--- config.mk ---
export PLATFORM = sky130hd
export DESIGN_NAME = isr_readout
export DESIGN_NICKNAME = d
export VERILOG_FILES = /design/src/isr_pkg.sv /design/src/isr_readout.sv
export SDC_FILE = /design/constraint.sdc
export NUM_CORES = 1
export LEC_CHECK = 0
export BUFFER_PORTS_ARGS = -buffer_cell sky130_fd_sc_hd__buf_2
export CORE_AREA = 2 2 187 225
export CTS_CLUSTER_SIZE = 12
export DETAILED_ROUTE_END_ITERATION = 8
export DIE_AREA = 0 0 189 227
export GPL_TIMING_DRIVEN = 1
export PLACE_DENSITY = 0.6
export SYNTH_ARGS = -nofsm -noshare
export SYNTH_HDL_FRONTEND = slang
export SYNTH_SLANG_ARGS = --single-unit
--- constraint.sdc ---
create_clock -name sys_clk -period 5.5 [get_ports sys_clk]
set_input_delay 0.825 -clock sys_clk [delete_from_list [all_inputs] [get_ports sys_clk]]
set_output_delay 0.825 -clock sys_clk [all_outputs]
set_load 0.05 [all_outputs]
--- src/isr_pkg.sv ---
`default_nettype none

package isr_pkg;

    // ------------------------------------------------------------
    // Register addresses
    // ------------------------------------------------------------
    localparam logic [6:0] ADDR_DEV_ID    = 7'h00;
    localparam logic [6:0] ADDR_RP_MAX    = 7'h01;
    localparam logic [6:0] ADDR_MIN_FREQ  = 7'h03;
    localparam logic [6:0] ADDR_CONV_CFG  = 7'h04;
    localparam logic [6:0] ADDR_CLK_CFG   = 7'h05;
    localparam logic [6:0] ADDR_THR_HI_L  = 7'h06;
    localparam logic [6:0] ADDR_THR_HI_H  = 7'h07;
    localparam logic [6:0] ADDR_THR_LO_L  = 7'h08;
    localparam logic [6:0] ADDR_THR_LO_H  = 7'h09;
    localparam logic [6:0] ADDR_INT_CFG   = 7'h0A;
    localparam logic [6:0] ADDR_PWR_CFG   = 7'h0B;
    localparam logic [6:0] ADDR_STATUS    = 7'h20;
    localparam logic [6:0] ADDR_PROX_L    = 7'h21;
    localparam logic [6:0] ADDR_PROX_H    = 7'h22;
    localparam logic [6:0] ADDR_FCNT_L    = 7'h23;
    localparam logic [6:0] ADDR_FCNT_M    = 7'h24;
    localparam logic [6:0] ADDR_FCNT_H    = 7'h25;
    localparam int         CFG_NUM        = 12;

    // ------------------------------------------------------------
    // Reset values of configuration registers
    // ------------------------------------------------------------
    localparam logic [7:0] RST_RP_MAX     = 8'h0E;
    localparam logic [7:0] RST_RP_MIN     = 8'h14;
    localparam logic [7:0] RST_MIN_FREQ   = 8'h45;
    localparam logic [7:0] RST_CONV_CFG   = 8'h1B;
    localparam logic [7:0] RST_CLK_CFG    = 8'h01;
    localparam logic [7:0] RST_THR_HI     = 8'hFF;
    localparam logic [7:0] RST_THR_LO     = 8'h00;
    localparam logic [7:0] RST_INT_CFG    = 8'h00;
    localparam logic [7:0] RST_PWR_CFG    = 8'h00;
    localparam logic [CFG_NUM-1:0][7:0] CFG_RESET = {
        RST_PWR_CFG, RST_INT_CFG, RST_THR_LO, RST_THR_LO, RST_THR_HI, RST_THR_HI,
        RST_CLK_CFG, RST_CONV_CFG, RST_MIN_FREQ, RST_RP_MIN, RST_RP_MAX, 8'h00};

    // ------------------------------------------------------------
    // Field positions and codes
    // ------------------------------------------------------------
    localparam int         STAT_OSC_BIT   = 7;
    localparam int         STAT_READY_BIT = 6;
    localparam int         STAT_WAKE_BIT  = 5;
    localparam int         STAT_CMP_BIT   = 4;
    localparam int         SPI_RD_BIT     = 7;
    localparam int         PWR_ACTIVE_BIT = 0;
    localparam logic [2:0] INT_MODE_WAKE  = 3'h1;
    localparam logic [2:0] RT_MIN_CODE    = 3'h2;
    localparam logic [15:0] PROX_SAT_LOW  = 16'h0000;
    localparam logic [15:0] PROX_SAT_HIGH = 16'hFFFF;

    // ------------------------------------------------------------
    // Timing
    // ------------------------------------------------------------
    localparam int         SYS_CLK_HZ     = 25_000_000;
    localparam int         RESP_TIME_MIN  = 192;
    localparam int         RESP_DIV       = 3;
    localparam logic [11:0] CONV_BASE_CYC = 12'(RESP_TIME_MIN / RESP_DIV);
    localparam int         WDOG_REF_HZ    = 2500;
    localparam int         WDOG_BASE_CYC  = SYS_CLK_HZ / WDOG_REF_HZ;
    localparam int         WDOG_MUL       = 3;
    localparam int         WDOG_SHR       = 6;
    localparam int         WDOG_W         = 24;

    // ------------------------------------------------------------
    // Types
    // ------------------------------------------------------------
    typedef enum logic {SPI_CMD, SPI_DATA} isr_spi_e;

    typedef struct packed {
        logic [15:0] prox;
        logic [23:0] sensor_frequency_count;
    } isr_result_s;

    typedef struct packed {
        logic [2:0]              sclk_s;
        logic [1:0]              cs_s;
        logic [1:0]              sdi_s;
        logic [2:0]              osc_s;
        logic [1:0]              under_s;
        logic [1:0]              over_s;
        logic [1:0][15:0]        rp_s;
        isr_spi_e                spi_st;
        logic [2:0]              bit_cnt;
        logic [7:0]              rx;
        logic [7:0]              tx;
        logic                    is_read;
        logic [6:0]              addr;
        logic                    sdo;
        logic [CFG_NUM-1:0][7:0] cfg;
        isr_result_s             pend;
        isr_result_s             shown;
        logic                    ready_n;
        logic                    wake_trig;
        logic                    cmp;
        logic                    osc_flag;
        logic [11:0]             osc_cnt;
        logic [23:0]             fcnt_run;
        logic [WDOG_W-1:0]       wdog;
    } isr_state_s;

endpackage

`default_nettype wire

--- src/isr_readout.sv ---
`timescale 1ns/1ps
`default_nettype none

module isr_readout #(
    parameter int         WDOG_BASE_CYC_P = isr_pkg::WDOG_BASE_CYC,
    parameter logic [7:0] DEVICE_ID       = 8'h5A  // Arbitrary value
) (
    input  wire logic        sys_clk,
    input  wire logic        rst_n,
    input  wire logic        spi_sclk,
    input  wire logic        spi_cs_n,
    input  wire logic        spi_sdi,
    output var  logic        spi_sdo,
    input  wire logic        sensor_osc,
    input  wire logic [15:0] rp_code,
    input  wire logic        rp_under_range,
    input  wire logic        rp_over_range
);

    isr_pkg::isr_state_s q;
    isr_pkg::isr_state_s n;

    // ------------------------------------------------------------
    // Register read mux
    // ------------------------------------------------------------
    function automatic logic [7:0] rd_byte(
        input logic [6:0]                       a,
        input isr_pkg::isr_state_s              s,
        input isr_pkg::isr_result_s             r
    );
        logic [7:0] st;
        st                          = 8'h00;
        st[isr_pkg::STAT_OSC_BIT]   = s.osc_flag;
        st[isr_pkg::STAT_READY_BIT] = s.ready_n;
        st[isr_pkg::STAT_WAKE_BIT]  = (s.cfg[isr_pkg::ADDR_INT_CFG][2:0] == isr_pkg::INT_MODE_WAKE)
                                      ? ~s.wake_trig : 1'b1;
        st[isr_pkg::STAT_CMP_BIT]   = s.cmp;
        if (a == isr_pkg::ADDR_DEV_ID) begin
            rd_byte = DEVICE_ID;
        end else if (a <= isr_pkg::ADDR_PWR_CFG) begin
            rd_byte = s.cfg[a[3:0]];
        end else if (a == isr_pkg::ADDR_STATUS) begin
            rd_byte = st;
        end else if (a == isr_pkg::ADDR_PROX_L) begin
            rd_byte = r.prox[7:0];
        end else if (a == isr_pkg::ADDR_PROX_H) begin
            rd_byte = r.prox[15:8];
        end else if (a == isr_pkg::ADDR_FCNT_L) begin
            rd_byte = r.sensor_frequency_count[7:0];
        end else if (a == isr_pkg::ADDR_FCNT_M) begin
            rd_byte = r.sensor_frequency_count[15:8];
        end else if (a == isr_pkg::ADDR_FCNT_H) begin
            rd_byte = r.sensor_frequency_count[23:16];
        end else begin
            rd_byte = 8'h00;
        end
    endfunction

    // ------------------------------------------------------------
    // Next state
    // ------------------------------------------------------------
    always_comb begin
        logic                  cs_act;
        logic                  sclk_rise;
        logic                  sclk_fall;
        logic                  osc_rise;
        logic                  active;
        logic                  capture;
        logic                  conv_done;
        logic [7:0]            rx_nxt;
        logic [6:0]            rd_addr;
        logic [15:0]           prox_sat;
        logic [15:0]           thr_hi;
        logic [15:0]           thr_lo;
        logic [2:0]            rt;
        logic [11:0]           conv_len;
        logic [9:0]            m_scaled;
        logic [3:0]            wdog_shift;
        logic [isr_pkg::WDOG_W-1:0] wdog_win;
        isr_pkg::isr_result_s  rd_src;

        n          = q;
        cs_act     = 1'b0;
        capture    = 1'b0;
        conv_done  = 1'b0;
        rd_addr    = q.addr;
        prox_sat   = q.rp_s[1];
        rd_src     = q.shown;

        // Synchronisers
        n.sclk_s   = {q.sclk_s[1:0], spi_sclk};
        n.cs_s     = {q.cs_s[0], spi_cs_n};
        n.sdi_s    = {q.sdi_s[0], spi_sdi};
        n.osc_s    = {q.osc_s[1:0], sensor_osc};
        n.under_s  = {q.under_s[0], rp_under_range};
        n.over_s   = {q.over_s[0], rp_over_range};
        n.rp_s     = {q.rp_s[0], rp_code};
        cs_act     = ~q.cs_s[1];
        sclk_rise  = q.sclk_s[1] & ~q.sclk_s[2];
        sclk_fall  = ~q.sclk_s[1] & q.sclk_s[2];
        osc_rise   = q.osc_s[1] & ~q.osc_s[2];
        rx_nxt     = {q.rx[6:0], q.sdi_s[1]};
        active     = q.cfg[isr_pkg::ADDR_PWR_CFG][isr_pkg::PWR_ACTIVE_BIT];
        thr_hi     = {q.cfg[isr_pkg::ADDR_THR_HI_H], q.cfg[isr_pkg::ADDR_THR_HI_L]};
        thr_lo     = {q.cfg[isr_pkg::ADDR_THR_LO_H], q.cfg[isr_pkg::ADDR_THR_LO_L]};

        // ------------------------------------------------------------
        // Conversion timing and result
        // ------------------------------------------------------------
        rt         = q.cfg[isr_pkg::ADDR_CONV_CFG][2:0];
        conv_len   = (rt < isr_pkg::RT_MIN_CODE) ? isr_pkg::CONV_BASE_CYC
                   : 12'(isr_pkg::CONV_BASE_CYC << (rt - isr_pkg::RT_MIN_CODE));
        m_scaled   = 10'(q.cfg[isr_pkg::ADDR_MIN_FREQ] * isr_pkg::WDOG_MUL);
        wdog_shift = 4'(m_scaled >> isr_pkg::WDOG_SHR);
        wdog_win   = isr_pkg::WDOG_W'(WDOG_BASE_CYC_P) >> wdog_shift;
        if (q.under_s[1]) begin
            prox_sat = isr_pkg::PROX_SAT_LOW;
        end else if (q.over_s[1]) begin
            prox_sat = isr_pkg::PROX_SAT_HIGH;
        end

        if (!active) begin
            n.osc_cnt  = 12'h000;
            n.fcnt_run = 24'h000000;
            n.wdog     = '0;
            n.osc_flag = 1'b0;
        end else begin
            if (q.fcnt_run != 24'hFFFFFF) begin
                n.fcnt_run = q.fcnt_run + 24'h000001;
            end
            if (osc_rise) begin
                n.wdog     = '0;
                n.osc_flag = 1'b0;
                n.osc_cnt  = q.osc_cnt + 12'h001;
                if (q.osc_cnt + 12'h001 >= conv_len) begin
                    conv_done        = 1'b1;
                    n.osc_cnt        = 12'h000;
                    n.fcnt_run       = 24'h000001;
                    n.pend.prox      = prox_sat;
                    n.pend.sensor_frequency_count    = q.fcnt_run;
                    n.wake_trig      = (prox_sat > thr_hi);
                    if (prox_sat < thr_lo) begin
                        n.cmp = 1'b1;
                    end else if (prox_sat > thr_hi) begin
                        n.cmp = 1'b0;
                    end
                end
            end else if (q.wdog >= wdog_win) begin
                n.osc_flag = 1'b1;
            end else begin
                n.wdog = q.wdog + isr_pkg::WDOG_W'(1);
            end
        end

        // ------------------------------------------------------------
        // Serial slave
        // ------------------------------------------------------------
        if (!cs_act) begin
            n.spi_st  = isr_pkg::SPI_CMD;
            n.bit_cnt = 3'h0;
            n.sdo     = 1'b0;
            n.tx      = 8'h00;
        end else begin
            if (sclk_rise) begin
                n.rx      = rx_nxt;
                n.bit_cnt = q.bit_cnt + 3'h1;
                if (q.bit_cnt == 3'h7) begin
                    case (q.spi_st)
                        isr_pkg::SPI_CMD: begin
                            n.is_read = rx_nxt[isr_pkg::SPI_RD_BIT];
                            n.addr    = rx_nxt[6:0];
                            n.spi_st  = isr_pkg::SPI_DATA;
                            rd_addr   = rx_nxt[6:0];
                            capture   = rx_nxt[isr_pkg::SPI_RD_BIT]
                                        && (rx_nxt[6:0] == isr_pkg::ADDR_PROX_L);
                        end
                        default: begin
                            if (!q.is_read && q.addr != isr_pkg::ADDR_DEV_ID
                                && q.addr <= isr_pkg::ADDR_PWR_CFG
                                && !(active && q.addr >= isr_pkg::ADDR_RP_MAX
                                     && q.addr <= isr_pkg::ADDR_CLK_CFG)) begin
                                n.cfg[q.addr[3:0]] = rx_nxt;
                            end
                            n.addr  = q.addr + 7'h01;
                            rd_addr = q.addr + 7'h01;
                        end
                    endcase
                    rd_src = capture ? q.pend : q.shown;
                    n.tx   = rd_byte(rd_addr, q, rd_src);
                end
            end
            if (sclk_fall) begin
                n.sdo = q.tx[7];
                n.tx  = {q.tx[6:0], 1'b0};
            end
        end

        if (capture) begin
            n.shown  = q.pend;
            n.ready_n = 1'b1;
        end
        if (conv_done) begin
            n.ready_n = 1'b0;
        end
    end

    // ------------------------------------------------------------
    // State register
    // ------------------------------------------------------------
    always_ff @(posedge sys_clk or negedge rst_n) begin
        if (!rst_n) begin
            q        <= '0;
            q.cs_s   <= 2'h3;
            q.cfg    <= isr_pkg::CFG_RESET;
            q.ready_n <= 1'b1;
        end else begin
            q <= n;
        end
    end

    assign spi_sdo = q.sdo;

endmodule

`default_nettype wire

Word level (Yosys, flattened, before mapping)
Index checks and enable logic that the tools add are counted.
Widths: inputs -> output; s select.
{"block": "word_totals", "ff_bits": 315, "wordCells": 160, "in_bits": 24, "output_inout_bits": 1}
{"block": "op_classes", "shift": 2, "addsub": 6, "eq_ne": 13, "n_lt_le_gt_ge": 12, "mul": 1, "n_reduce_logical": 26, "n_mux": 53, "n_bitwise": 9}
{"cell": "$bwmux 96", "count": 1}
{"cell": "$mux 8", "count": 12}
{"cell": "$mux 24", "count": 3}
{"cell": "$mux 36", "count": 2}
{"cell": "$mux 61", "count": 1}
{"cell": "$eq 7x6->1 const B", "count": 7}
{"cell": "$add 24x1->24 const B", "count": 2}
{"cell": "$mux 16", "count": 3}
{"cell": "$mux 40", "count": 1}
{"cell": "$bmux 8 s4", "count": 1}
{"cell": "$demux 8 s4", "count": 1}
{"cell": "$mux 28", "count": 1}
{"cell": "$mux 7", "count": 4}
{"cell": "$ge 24x24->1", "count": 1}
{"cell": "$ne 24x24->1 const B", "count": 1}
{"cell": "$shr 14x4->24 const A", "count": 1}
{"cell": "$mux 1", "count": 21}
{"cell": "$gt 16x16->1", "count": 1}
{"cell": "$lt 16x16->1", "count": 1}
{"cell": "$le 7x4->1 const B", "count": 2}
{"cell": "$add 12x1->12 const B", "count": 1}
{"cell": "$ge 12x12->1", "count": 1}
{"cell": "$mux 12", "count": 1}
{"cell": "$shl 7x3->12 const A", "count": 1}
{"cell": "other kinds (27)", "count": 51}

Depth between registers and ports, before layout
Gate-level depths: netlist of the first run.
{"block": "depth", "word_depth": 19, "ltp_mapped": 18, "ltp_nobuf": 17}

Least setup slack after synthesis of the first run
Ideal clock, no wire load.
{"block": "synth_timing", "kind": "register to register", "startpoint": "register q[170] (netlist name)", "endpoint": "register q[5] (netlist name)", "period_less_slack_ns": 4.481, "arrival_time_ns": 4.404, "stages_incl_launch_ff": 18, "setup_slack_ns": 1.019, "setup_ns": 0.078, "cell_sequence": "dfstp_2 > ha_1 > a31oi_1 > o21ai_0 > a311o_1 > xnor2_1 > inv_1 > ha_1 > and3_1 > a221oi_1 > ha_1 > and3_1 > a221o_1 > a31oi_1 > o2111ai_1 > clkbuf_1 > or4_1 > a21oi_1"}
{"block": "synth_between", "elab_chain_len": 4}
{"item": "from (decl)", "line": "isr_readout.sv:20", "rtl": "isr_pkg::isr_state_s q;"}
{"item": "from (signal assigned)", "line": "isr_readout.sv:217", "rtl": "q <= n;"}
{"item": "$mul 8x2->10", "line": "isr_readout.sv:113", "rtl": "m_scaled = 10'(q.cfg[isr_pkg::ADDR_MIN_FREQ] * isr_pkg::WDOG_MUL);"}
{"item": "$shr 14x4->24", "line": "isr_readout.sv:115", "rtl": "wdog_win = isr_pkg::WDOG_W'(WDOG_BASE_CYC_P) >> wdog_shift;"}
{"item": "$ge 24x24->1", "line": "isr_readout.sv:148", "rtl": "end else if (q.wdog >= wdog_win) begin"}
{"item": "$ne 3x3->1 (no line)"}
No other way between the ends.
A chain may end at the register's enable or synchronous reset.

Worst setup path in the final report of the first run
{"block": "layout_timing", "startpoint": "register q[170] (netlist name)", "endpoint": "register q[11] (netlist name)"}
Same word-level chain as after synthesis.

==> flow_metrics.py, run 1 <==
metrics = {
    "final_layout": {
        "final_layout_size_suffix_gt1_share_pct": 19.0,
        "fillers": 3798,
        "syn2layout_area_growth_pct": 11.5,
        "final_cells": 2031,
        "finalNetCount": 1565,
        "antennaDiodeCount": 0,
    },
    "worst_hold_path": {
        "hold_path_class": "flop to flop",
        "hold_depth": 0,
    },
    "grt": {
        "grt-ovfl-total": 0,
        "antenna_found_initial": 0,
        "met1_usage_pct": 24.2,
        "use_met3_pct": 2.67,
        "grt_util_met2_pct": 31.8,
        "grt_pass1_vias": 11400,
        "track_usage_pct": 18.9,
        "grt_pass1_wl_mm": 63.4,
        "grt_max_degree": 115,
        "grt-busiest-layer": "met2",
    },
    "sta": {
        "fmax_mhz": 196,
        "skew_ps": 18.9,
        "hold_slack_ps": 340,
        "finalSetupViolCount": 0,
        "finalSetupTns_ps": 0,
        "min_period_over_period_pct": 92.9,
        "slew_headroom_pct": 19.3,
        "worst_slew_pin_slew_ps": 1200,
        "finalHoldViolCount": 0,
        "slew_violations": 0,
        "fin_ws_ps": 393,
        "rsz0062_at_grt": "false",
        "fin_crit_ps": 5110,
    },
    "drt": {
        "wl_mm": 39.2,
        "dr.pass1.iters": 5,
        "routed_via_density": 5.54,
        "drc": 0,
        "ant_nets": 0,
        "wl_per_cell_um": 19.3,
        "drt_iter0_markers": 565,
        "via_count": 11200,
    },
    "die": {
        "num_rows": 81,
        "dieArea_mm2": 0.0429,
        "core_mm2": 0.0406,
        "die-width_um": 189,
        "io_pins": 25,
        "die_y_um": 227,
        "start_util_pct": 39.6,
    },
    "synthesis": {
        "synthArstFlopShare_pct": 100,
        "synth_area_leader_cell": "dfrtp_1",
        "ys_seq_elements": 314,
        "synth-edff-count": 0,
        "syn_nets": 1560,
        "synthFlopType": "dfrtp_1",
        "synth.area.top_cells": "dfrtp_1, mux2_2, ha_1",
        "synth_area_per_cell_um2": 11.0,
        "synthTopCellsByCount": "dfrtp_1, nand2_1, nor2_1, mux2_2, ha_1",
        "ys_types": 75,
        "yosysWarnings": 0,
        "synth_top_cell_area_share_pct": 43.9,
        "ys_seq_area_share_pct": 49.1,
        "syn_inst": 1461,
        "synth.most_common_cell": "dfrtp_1",
        "synth_area_mm2": 0.0161,
    },
    "worst_setup_path": {
        "rrSetupSlack_ps": 390,
        "cp_max_fo": 13,
        "cp-end-kind": "flop",
        "required_ps": 5950,
        "crit_type": "flop to flop",
        "startpoint": "q[170]",
        "rr_startpoint": "q[170]",
        "endpoint": "q[11]",
        "timing.rr.end": "q[11]",
        "start_kind": "flop",
        "cp.arrival_ps": 5550,
        "reg2reg_depth": 15,
    },
    "clock_tree": {
        "clock_sinks": 314,
        "clockBufferDepth": 3,
        "clk_pin_slew_ps": 60,
        "cts_max_level": 2,
        "cts_setup_buffers": 0,
        "cts_tree": "done",
        "cts_root_buf": "clkbuf_16",
        "clk_latency_ps": 540,
        "postCtsHoldBufs": 0,
        "cts_made_buffers": 36,
        "post_cts_resized": 0,
    },
    "pwr": {
        "power_density_mw_per_mm2": 300,
        "peakVddDrop_v": 0.000289,
        "power_leakage_nw": 8.12,
    },
    "placement": {
        "dpl.hpwl_mm": 26.7,
        "dpl.cell_count": 1967,
        "dp_slack_ps": 459,
        "place.gp.congestion": 0.874,
        "placement.io_buffers": 24,
    },
    "flow_run": {
        "max_cap_viol_count": 0,
    },
    "outcome": {
        "status": "finished, final reports clean",
    },
}
through the flow:
stage               power [W]  util, %  instance area [um^2]
floorplan             0.00277        -                 16100
global placement      0.00304     41.3                 16800
detailed placement    0.00305     41.3                 16800
CTS                   0.00543     44.1                 17900
global route          0.00558     44.1                 17900
finish                0.00538     44.1                 17900
cell usage in the layout, fill, tap and decap left out, types with 7 or more instances in the layout:
cell	n
nand2b_1	7
nand3_1	68
a311oi_1	13
a21oi_1	59
mux2_2	92
xor2_1	21
o21ai_0	34
xnor2_1	16
or3_1	17
a21o_1	18
nor2_1	113
dfrtp_1	282
clkbuf_16	38
and3_1	38
o211ai_1	13
clkbuf_1	11
nor3_1	12
nand4_1	19
a211oi_1	17
buf_4	23
dfstp_2	32
buf_2	23
ha_1	75
mux4_2	9
o31ai_1	8
a31oi_1	17
mux2_1	56
inv_1	54
nand2_1	127
or4_1	11
mux2_4	32
mux2i_1	18
worst min-delay path by stage:
stage                        end  slack [ps]  startpoint
after detailed placement  q[291]         330      n[291]
after global placement    q[299]         330      n[299]
after floorplan           n[307]         330      n[306]
final                     q[286]         340      n[286]
after global routing      q[287]         360      n[287]
after CTS                 q[291]         340      n[291]
cells by family (layout without fill, tap and decap cells):
group | Yosys count | count (layout) | share of synthesized area [%]
AOI/OAI and AO/OA | 243 | 243 | 10.4
xor gates and xnor gates | 37 | 37 | 2.01
adders and majority gates | 75 | 75 | 5.83
buffers and inverters | 135 | 166 | 3.28
DFF | 314 | 314 | 49.1
muxes | 207 | 207 | 15.7
and+or+nand+nor | 450 | 450 | 13.7
where the power goes:
group          total [W]  internal (W)  switching, W
clock            0.00236       0.00140      0.000962
sequential       0.00245       0.00235      0.000101
combinational   0.000564      0.000170      0.000394
total            0.00538       0.00392       0.00146
registers in the layout, indices dropped and copies added, names as in the netlist:
signal / count
n: 24
q: 289
spi_sdo: 1
critical path: stages, from the launching register on:
cell and delay (ps):
dfstp_2 550, ha_1 230, a31oi_1 120, o21ai_0 140, a311o_1 440, a21oi_1 280
xnor2_1 350, nor2_1 160, a221oi_1 460, ha_1 320, and3_1 190, a221o_1 300
a31oi_1 270, o211ai_1 440, or4_1 630, a21oi_1 140
layer usage:
layer,vias to the layer above,wire length [um]
met3,82,1360
met4,0,1500
li1,5280,-
met1,5666,17300
met5,-,0
met2,215,19100
layout make-up:
| class | instances | area (um^2) | share of cell area, % |
|---|---|---|---|
| clock buffers | 55 | 1070 | 5.99 |
| flip-flops and latches | 314 | 7900 | 44.0 |
| clock inverters | 9 | 85.1 | 0.474 |
| multi-input cells | 1012 | 7680 | 42.8 |
| inverters | 54 | 203 | 1.13 |
| repair buffers | 48 | 323 | 1.80 |
| well taps | 539 | 674 | 3.76 |
No activity file was read; power rests on OpenSTA's default activity.
==> run 2, diff against run 1 <==
==> constraint.sdc (replaced) <==
create_clock -name sys_clk -period 6.35 [get_ports sys_clk]
set_input_delay 0.9525 -clock sys_clk [delete_from_list [all_inputs] [get_ports sys_clk]]
set_output_delay 0.9525 -clock sys_clk [all_outputs]
set_load 0.05 [all_outputs]
==> run 2 against run 1 <==
Net effect:
- sequential power fell by 14%
- critical path type unchanged
- critical path depth is 1 higher
- register-to-register slack better by 560 ps
- setup slack improved by 560 ps
- first-iteration DRC count is 13% higher
==> flow_metrics.py, run 2 (synthesis results as in run 1) <==
metrics = {
    "final_layout": {
        "mostFrequentLayoutCells": "dfrtp_1, nand2_1, nor2_1",
        "syn2layout_area_growth_pct": 11.5,
        "mostFrequentLayoutCell": "dfrtp_1",
        "finalNetCount": 1563,
        "fillers": 3769,
        "regMostFlops": "q",
        "final_layout_size_suffix_gt1_share_pct": 18.8,
        "antennaDiodeCount": 0,
        "largest_register_ffs": 289,
    },
    "clock_tree": {
        "cts_setup_buffers": 0,
        "cts_root_buf": "clkbuf_16",
        "postCtsHoldBufs": 0,
        "clk_pin_slew_ps": 60,
        "cts_tree": "done",
        "clockBufferDepth": 3,
        "clock_sinks": 314,
        "clk_latency_ps": 560,
        "cts_max_level": 2,
        "post_cts_resized": 0,
        "cts_made_buffers": 36,
    },
    "sta": {
        "slew_headroom_pct": 28.7,
        "fin_ws_ps": 956,
        "finalSetupViolCount": 0,
        "finalHoldViolCount": 0,
        "rsz0062_at_grt": "false",
        "fin_crit_ps": 5390,
        "worst_slew_pin_slew_ps": 1070,
        "min_period_over_period_pct": 84.9,
        "slew_violations": 0,
        "skew_ps": 26.5,
        "fmax_mhz": 185,
        "finalSetupTns_ps": 0,
    },
    "pwr": {
        "clkPwrFrac_pct": 44.3,
        "combPwrFrac_pct": 10.7,
        "p_switching_w": 0.00127,
        "peakVddDrop_v": 0.000221,
        "power_leakage_nw": 8.12,
        "power.internal_w": 0.00343,
        "seqPwrFrac_pct": 45.0,
        "power_density_mw_per_mm2": 261,
        "switching_share_pct": 27.0,
    },
    "die": {
        "die_y_um": 227,
        "start_util_pct": 39.6,
        "dieArea_mm2": 0.0429,
        "die-width_um": 189,
        "core_mm2": 0.0406,
        "io_pins": 25,
        "num_rows": 81,
    },
    "worst_setup_path": {
        "startpoint": "q[170]",
        "cp.arrival_ps": 5850,
        "cp_max_fo": 13,
        "required_ps": 6800,
        "cp-end-kind": "flop",
        "crit_type": "flop to flop",
        "rr_startpoint": "q[170]",
        "rrSetupSlack_ps": 960,
        "timing.rr.end": "q[11]",
        "reg2reg_depth": 16,
        "start_kind": "flop",
        "endpoint": "q[11]",
    },
    "grt": {
        "track_usage_pct": 18.7,
        "grt_pass1_vias": 11500,
        "antenna_found_initial": 0,
        "grt_pass1_wl_mm": 63.5,
        "grt_max_degree": 116,
        "grt-ovfl-total": 0,
    },
    "flow_run": {
        "max_cap_viol_count": 0,
    },
    "drt": {
        "via_count": 11300,
        "drc": 0,
        "ant_nets": 0,
        "drt_iter0_markers": 640,
        "routed_via_density": 5.56,
        "wl_per_cell_um": 19.3,
        "dr.pass1.iters": 5,
        "wl_mm": 39.1,
    },
    "placement": {
        "dp_slack_ps": 1100,
        "placement.io_buffers": 24,
        "place.gp.congestion": 0.853,
        "dpl.hpwl_mm": 26.4,
    },
    "worst_hold_path": {
        "hold_path_class": "primary input to async pin",
    },
    "outcome": {
        "status": "finished, final reports clean",
    },
}
[run 2: cell types whose count changed in the layout (fill, tap and decap cells not counted), sizes merged]
cell,before,now
buf,48,46
clkbuf,55,56
clkinv,7,3
inv,55,56
bufinv,1,2
[run 2: layout make-up]
| class | instances | area [um^2] | area share, % |
|---|---|---|---|
| multi-input combinational | 1012 | 7680 | 42.8 |
| inverter | 54 | 203 | 1.13 |
| clock buffer | 56 | 1070 | 5.94 |
| timing repair buffer | 46 | 308 | 1.71 |
| clock inverter | 7 | 118 | 0.655 |
| tap | 539 | 674 | 3.76 |
| sequential | 314 | 7900 | 44.0 |
[run 2: worst max-delay path: stages (launching register included)]
cell and delay, ps:
dfstp_2 560, ha_1 230, a31oi_1 130, o21ai_0 140
a311o_1 430, xnor2_1 490, inv_1 250, ha_1 290
and3_1 180, a221oi_1 270, ha_1 300, and3_1 180
a221o_1 290, a31oi_1 260, o211ai_1 480, or4_1 660
a21oi_1 160
[run 2: worst min-delay path by stage]
| stage | startpoint | to | slack [ps] | depth (start not counted) |
|---|---|---|---|---|
| after floorplan | n[306] | n[307] | 330 | 0 |
| after global placement | n[299] | q[299] | 330 | 0 |
| after detailed placement | n[290] | q[290] | 330 | 0 |
| after CTS | rst_n | q[244] | 340 | 1 |
| after global routing | n[288] | q[288] | 350 | 0 |
| final | rst_n | q[145] | 330 | 1 |
[run 2: power by group through the flow]
stage	logic (W)	clock network [W]	registers, W
after floorplan	0.000301	0	0.00210
after global placement	0.000492	0	0.00214
after detailed placement	0.000498	0	0.00215
after CTS	0.000500	0.00214	0.00211
after global routing	0.000546	0.00221	0.00211
final	0.000504	0.00208	0.00211
[run 2: routing by layer]
metal	vias up	track usage (%)	share of wire, %
li1	5269	-	-
met1	5701	24.3	45
met2	233	31.2	48
met3	82	2.87	3.8
met4	0	7.96	3.5
met5	-	0	0
[run 2: stage by stage]
step | power (W) | util, % | cell area, um^2 | hold WS, ps | cells
global route | 0.00487 | 44.2 | 17900 | 354 | 2028
floorplan | 0.00240 | - | 16100 | 331 | 1461
detailed placement | 0.00264 | 41.3 | 16800 | 335 | 1965
global placement | 0.00264 | 41.3 | 16800 | 332 | 1965
CTS | 0.00475 | 44.2 | 17900 | 340 | 2028
finish | 0.00469 | 44.2 | 17900 | 329 | 2028
==> run 3, diff against run 2 <==
--- a/config.mk
+++ b/config.mk
@@ -11,7 +11,7 @@
 export DETAILED_ROUTE_END_ITERATION = 8
 export DIE_AREA = 0 0 189 227
 export GPL_TIMING_DRIVEN = 1
-export PLACE_DENSITY = 0.6
+export PLACE_DENSITY = 0.62
 export SYNTH_ARGS = -nofsm -noshare
 export SYNTH_HDL_FRONTEND = slang
 export SYNTH_SLANG_ARGS = --single-unit
==> constraint.sdc (replaced) <==
create_clock -name sys_clk -period 4.8 [get_ports sys_clk]
set_input_delay 0.72 -clock sys_clk [delete_from_list [all_inputs] [get_ports sys_clk]]
set_output_delay 0.72 -clock sys_clk [all_outputs]
set_load 0.05 [all_outputs]
==> run 3 against run 2 <==
Net effect:
- sequential power up 32%
- fmax rose by 20%
- first-iteration DRC count increased by 4.5%
- largest power group unchanged
- highest routed layer unchanged
==> flow_metrics.py, run 3 (synthesis results as in run 1) <==
metrics = {
    "sta": {
        "fin_crit_ps": 4480,
        "min_period_over_period_pct": 93.4,
        "finalSetupViolCount": 0,
        "worst_slew_pin_slew_ps": 1010,
        "skew_ps": 27.8,
        "fin_ws_ps": 316,
        "slew_headroom_pct": 32.6,
        "hold_slack_ps": 206,
        "slew_violations": 0,
        "fmax_mhz": 223,
        "rsz0062_at_grt": "false",
        "finalHoldViolCount": 0,
    },
    "clock_tree": {
        "cts_max_level": 2,
        "cts_root_buf": "clkbuf_16",
        "cts_made_buffers": 36,
        "cts_tree": "done",
        "clock_sinks": 314,
        "clk_latency_ps": 530,
        "clk_pin_slew_ps": 60,
        "clockBufferDepth": 3,
    },
    "worst_setup_path": {
        "crit_slowest_cell": "dfstp_2",
        "critPathMaxStageDelay_ps": 550,
        "cp_top_family": "compound AO/OA/AOI/OAI gates",
        "start_kind": "flop",
        "cp-end-kind": "flop",
        "required_ps": 5230,
        "critPathBufInv": 2,
        "crit_type": "flop to flop",
        "crit_chain": "ha_1 > a31oi_1 > o21ai_0 > a311o_1 > xnor2_2 > inv_2 > ha_1 > and3_1 > a221oi_2 > ha_1 > and3_1 > a221o_1 > a31oi_2 > o2111ai_2 > buf_4 > or3_1 > a21oi_1",
        "cp_max_fo": 7,
        "cpMostUsedCell": "ha_1",
        "cp.arrival_ps": 4910,
    },
    "final_layout": {
        "syn2layout_area_growth_pct": 12.8,
        "mostFrequentLayoutCell": "dfrtp_1",
        "final_layout_size_suffix_gt1_share_pct": 20.3,
        "mostFrequentLayoutCells": "dfrtp_1, nand2_1, nor2_1",
        "finalNetCount": 1577,
        "final_area_mm2": 0.0181,
        "antennaDiodeCount": 0,
        "largest_register_ffs": 289,
        "regMostFlops": "q",
    },
    "drt": {
        "wl_met1_mm": 17.5,
        "dr.pass1.iters": 5,
        "wl_per_cell_um": 19.2,
        "met3_length_mm": 1.55,
        "routed_via_density": 5.54,
        "ant_nets": 0,
        "highest_layer": "met4",
        "via_count": 11300,
        "drt_iter0_markers": 669,
        "met2WireLength_mm": 19.2,
        "drc": 0,
        "wl_mm": 39.3,
    },
    "grt": {
        "antenna_found_initial": 0,
        "track_usage_pct": 18.9,
        "grt-ovfl-total": 0,
        "grt_max_degree": 104,
        "grt_pass1_vias": 11500,
        "grt_pass1_wl_mm": 64.1,
    },
    "placement": {
        "dpl.hpwl_mm": 27.2,
        "placement.io_buffers": 24,
        "placed_area_mm2": 0.0169,
        "dp_slack_ps": -62.4,
        "place.gp.congestion": 0.845,
    },
    "die": {
        "num_rows": 81,
        "io_pins": 25,
        "die_y_um": 227,
        "die-width_um": 189,
        "core_mm2": 0.0406,
        "start_util_pct": 39.6,
        "dieArea_mm2": 0.0429,
    },
    "outcome": {
        "status": "finished, final reports clean",
    },
    "pwr": {
        "power_density_mw_per_mm2": 343,
        "power_leakage_nw": 8.23,
        "peakVddDrop_v": 0.000283,
    },
    "worst_hold_path": {
        "hold_path_class": "primary input to async pin",
    },
    "flow_run": {
        "max_cap_viol_count": 0,
    },
}
==> run 3: final timing paths <==
kind                                start  endpoint  slack (ps)  cells past startpoint
min                                 rst_n    q[260]         210                      1
max reg2reg                        q[170]      q[4]         320                     17
min reg2reg                        n[297]    q[297]         340                      0
max in group asynchronous           rst_n    n[291]        3450                      2
max                                q[170]      q[4]         320                     17
min in group sys_clk       rp_under_range    n[304]         300                      1
==> run 3: per-stage QoR <==
stage                     util, %  TNS [ps]  std cells  power [W]
after floorplan                 -         0       1461    0.00317
after global placement       41.5         0       1976    0.00350
after detailed placement     41.5      -158       1976    0.00350
after CTS                    44.6         0       2043    0.00627
after global routing         44.7         0       2044    0.00645
final                        44.7         0       2044    0.00622
==> run 3: timing repair <==
item,4_1_cts,5_1_grt
pin swaps,1,1
resized for setup,3,6
hold buffers,0,0
endpoints found under the setup margin,5,14
setup buffers,2,1
==> run 3: where the power goes <==
group	leakage [nW]	internal (W)	switching (W)
Clock	0.594	0.00166	0.00110
Combinational	3.48	0.000209	0.000475
Sequential	4.16	0.00269	0.0000823
Total	8.23	0.00456	0.00166
==> run 3: layer usage <==
layer,track usage (%),up-vias
met4,5.90,0
met1,24.8,5716
met3,2.91,71
li1,-,5304
met2,32.1,232
met5,0,-
==> run 3: worst register-to-register path, cell delays in order, from the launching register on <==
cell	delay (ps)
dfstp_2	550
ha_1	230
a31oi_1	140
o21ai_0	150
a311o_1	390
xnor2_2	200
inv_2	100
ha_1	240
and3_1	190
a221oi_2	220
ha_1	280
and3_1	190
a221o_1	320
a31oi_2	220
o2111ai_2	240
buf_4	220
or3_1	350
a21oi_1	160
==> run 3: area by class of cell <==
| class | instances | area [um^2] |
|---|---|---|
| clock buffers | 60 | 1160 |
| clock inverters | 5 | 36.3 |
| repair buffers | 60 | 438 |
| multi-input cells | 1012 | 7730 |
| flip-flops and latches | 314 | 7900 |
| well taps | 539 | 674 |
| inverters | 54 | 203 |
| fillers | 3774 | 22500 |
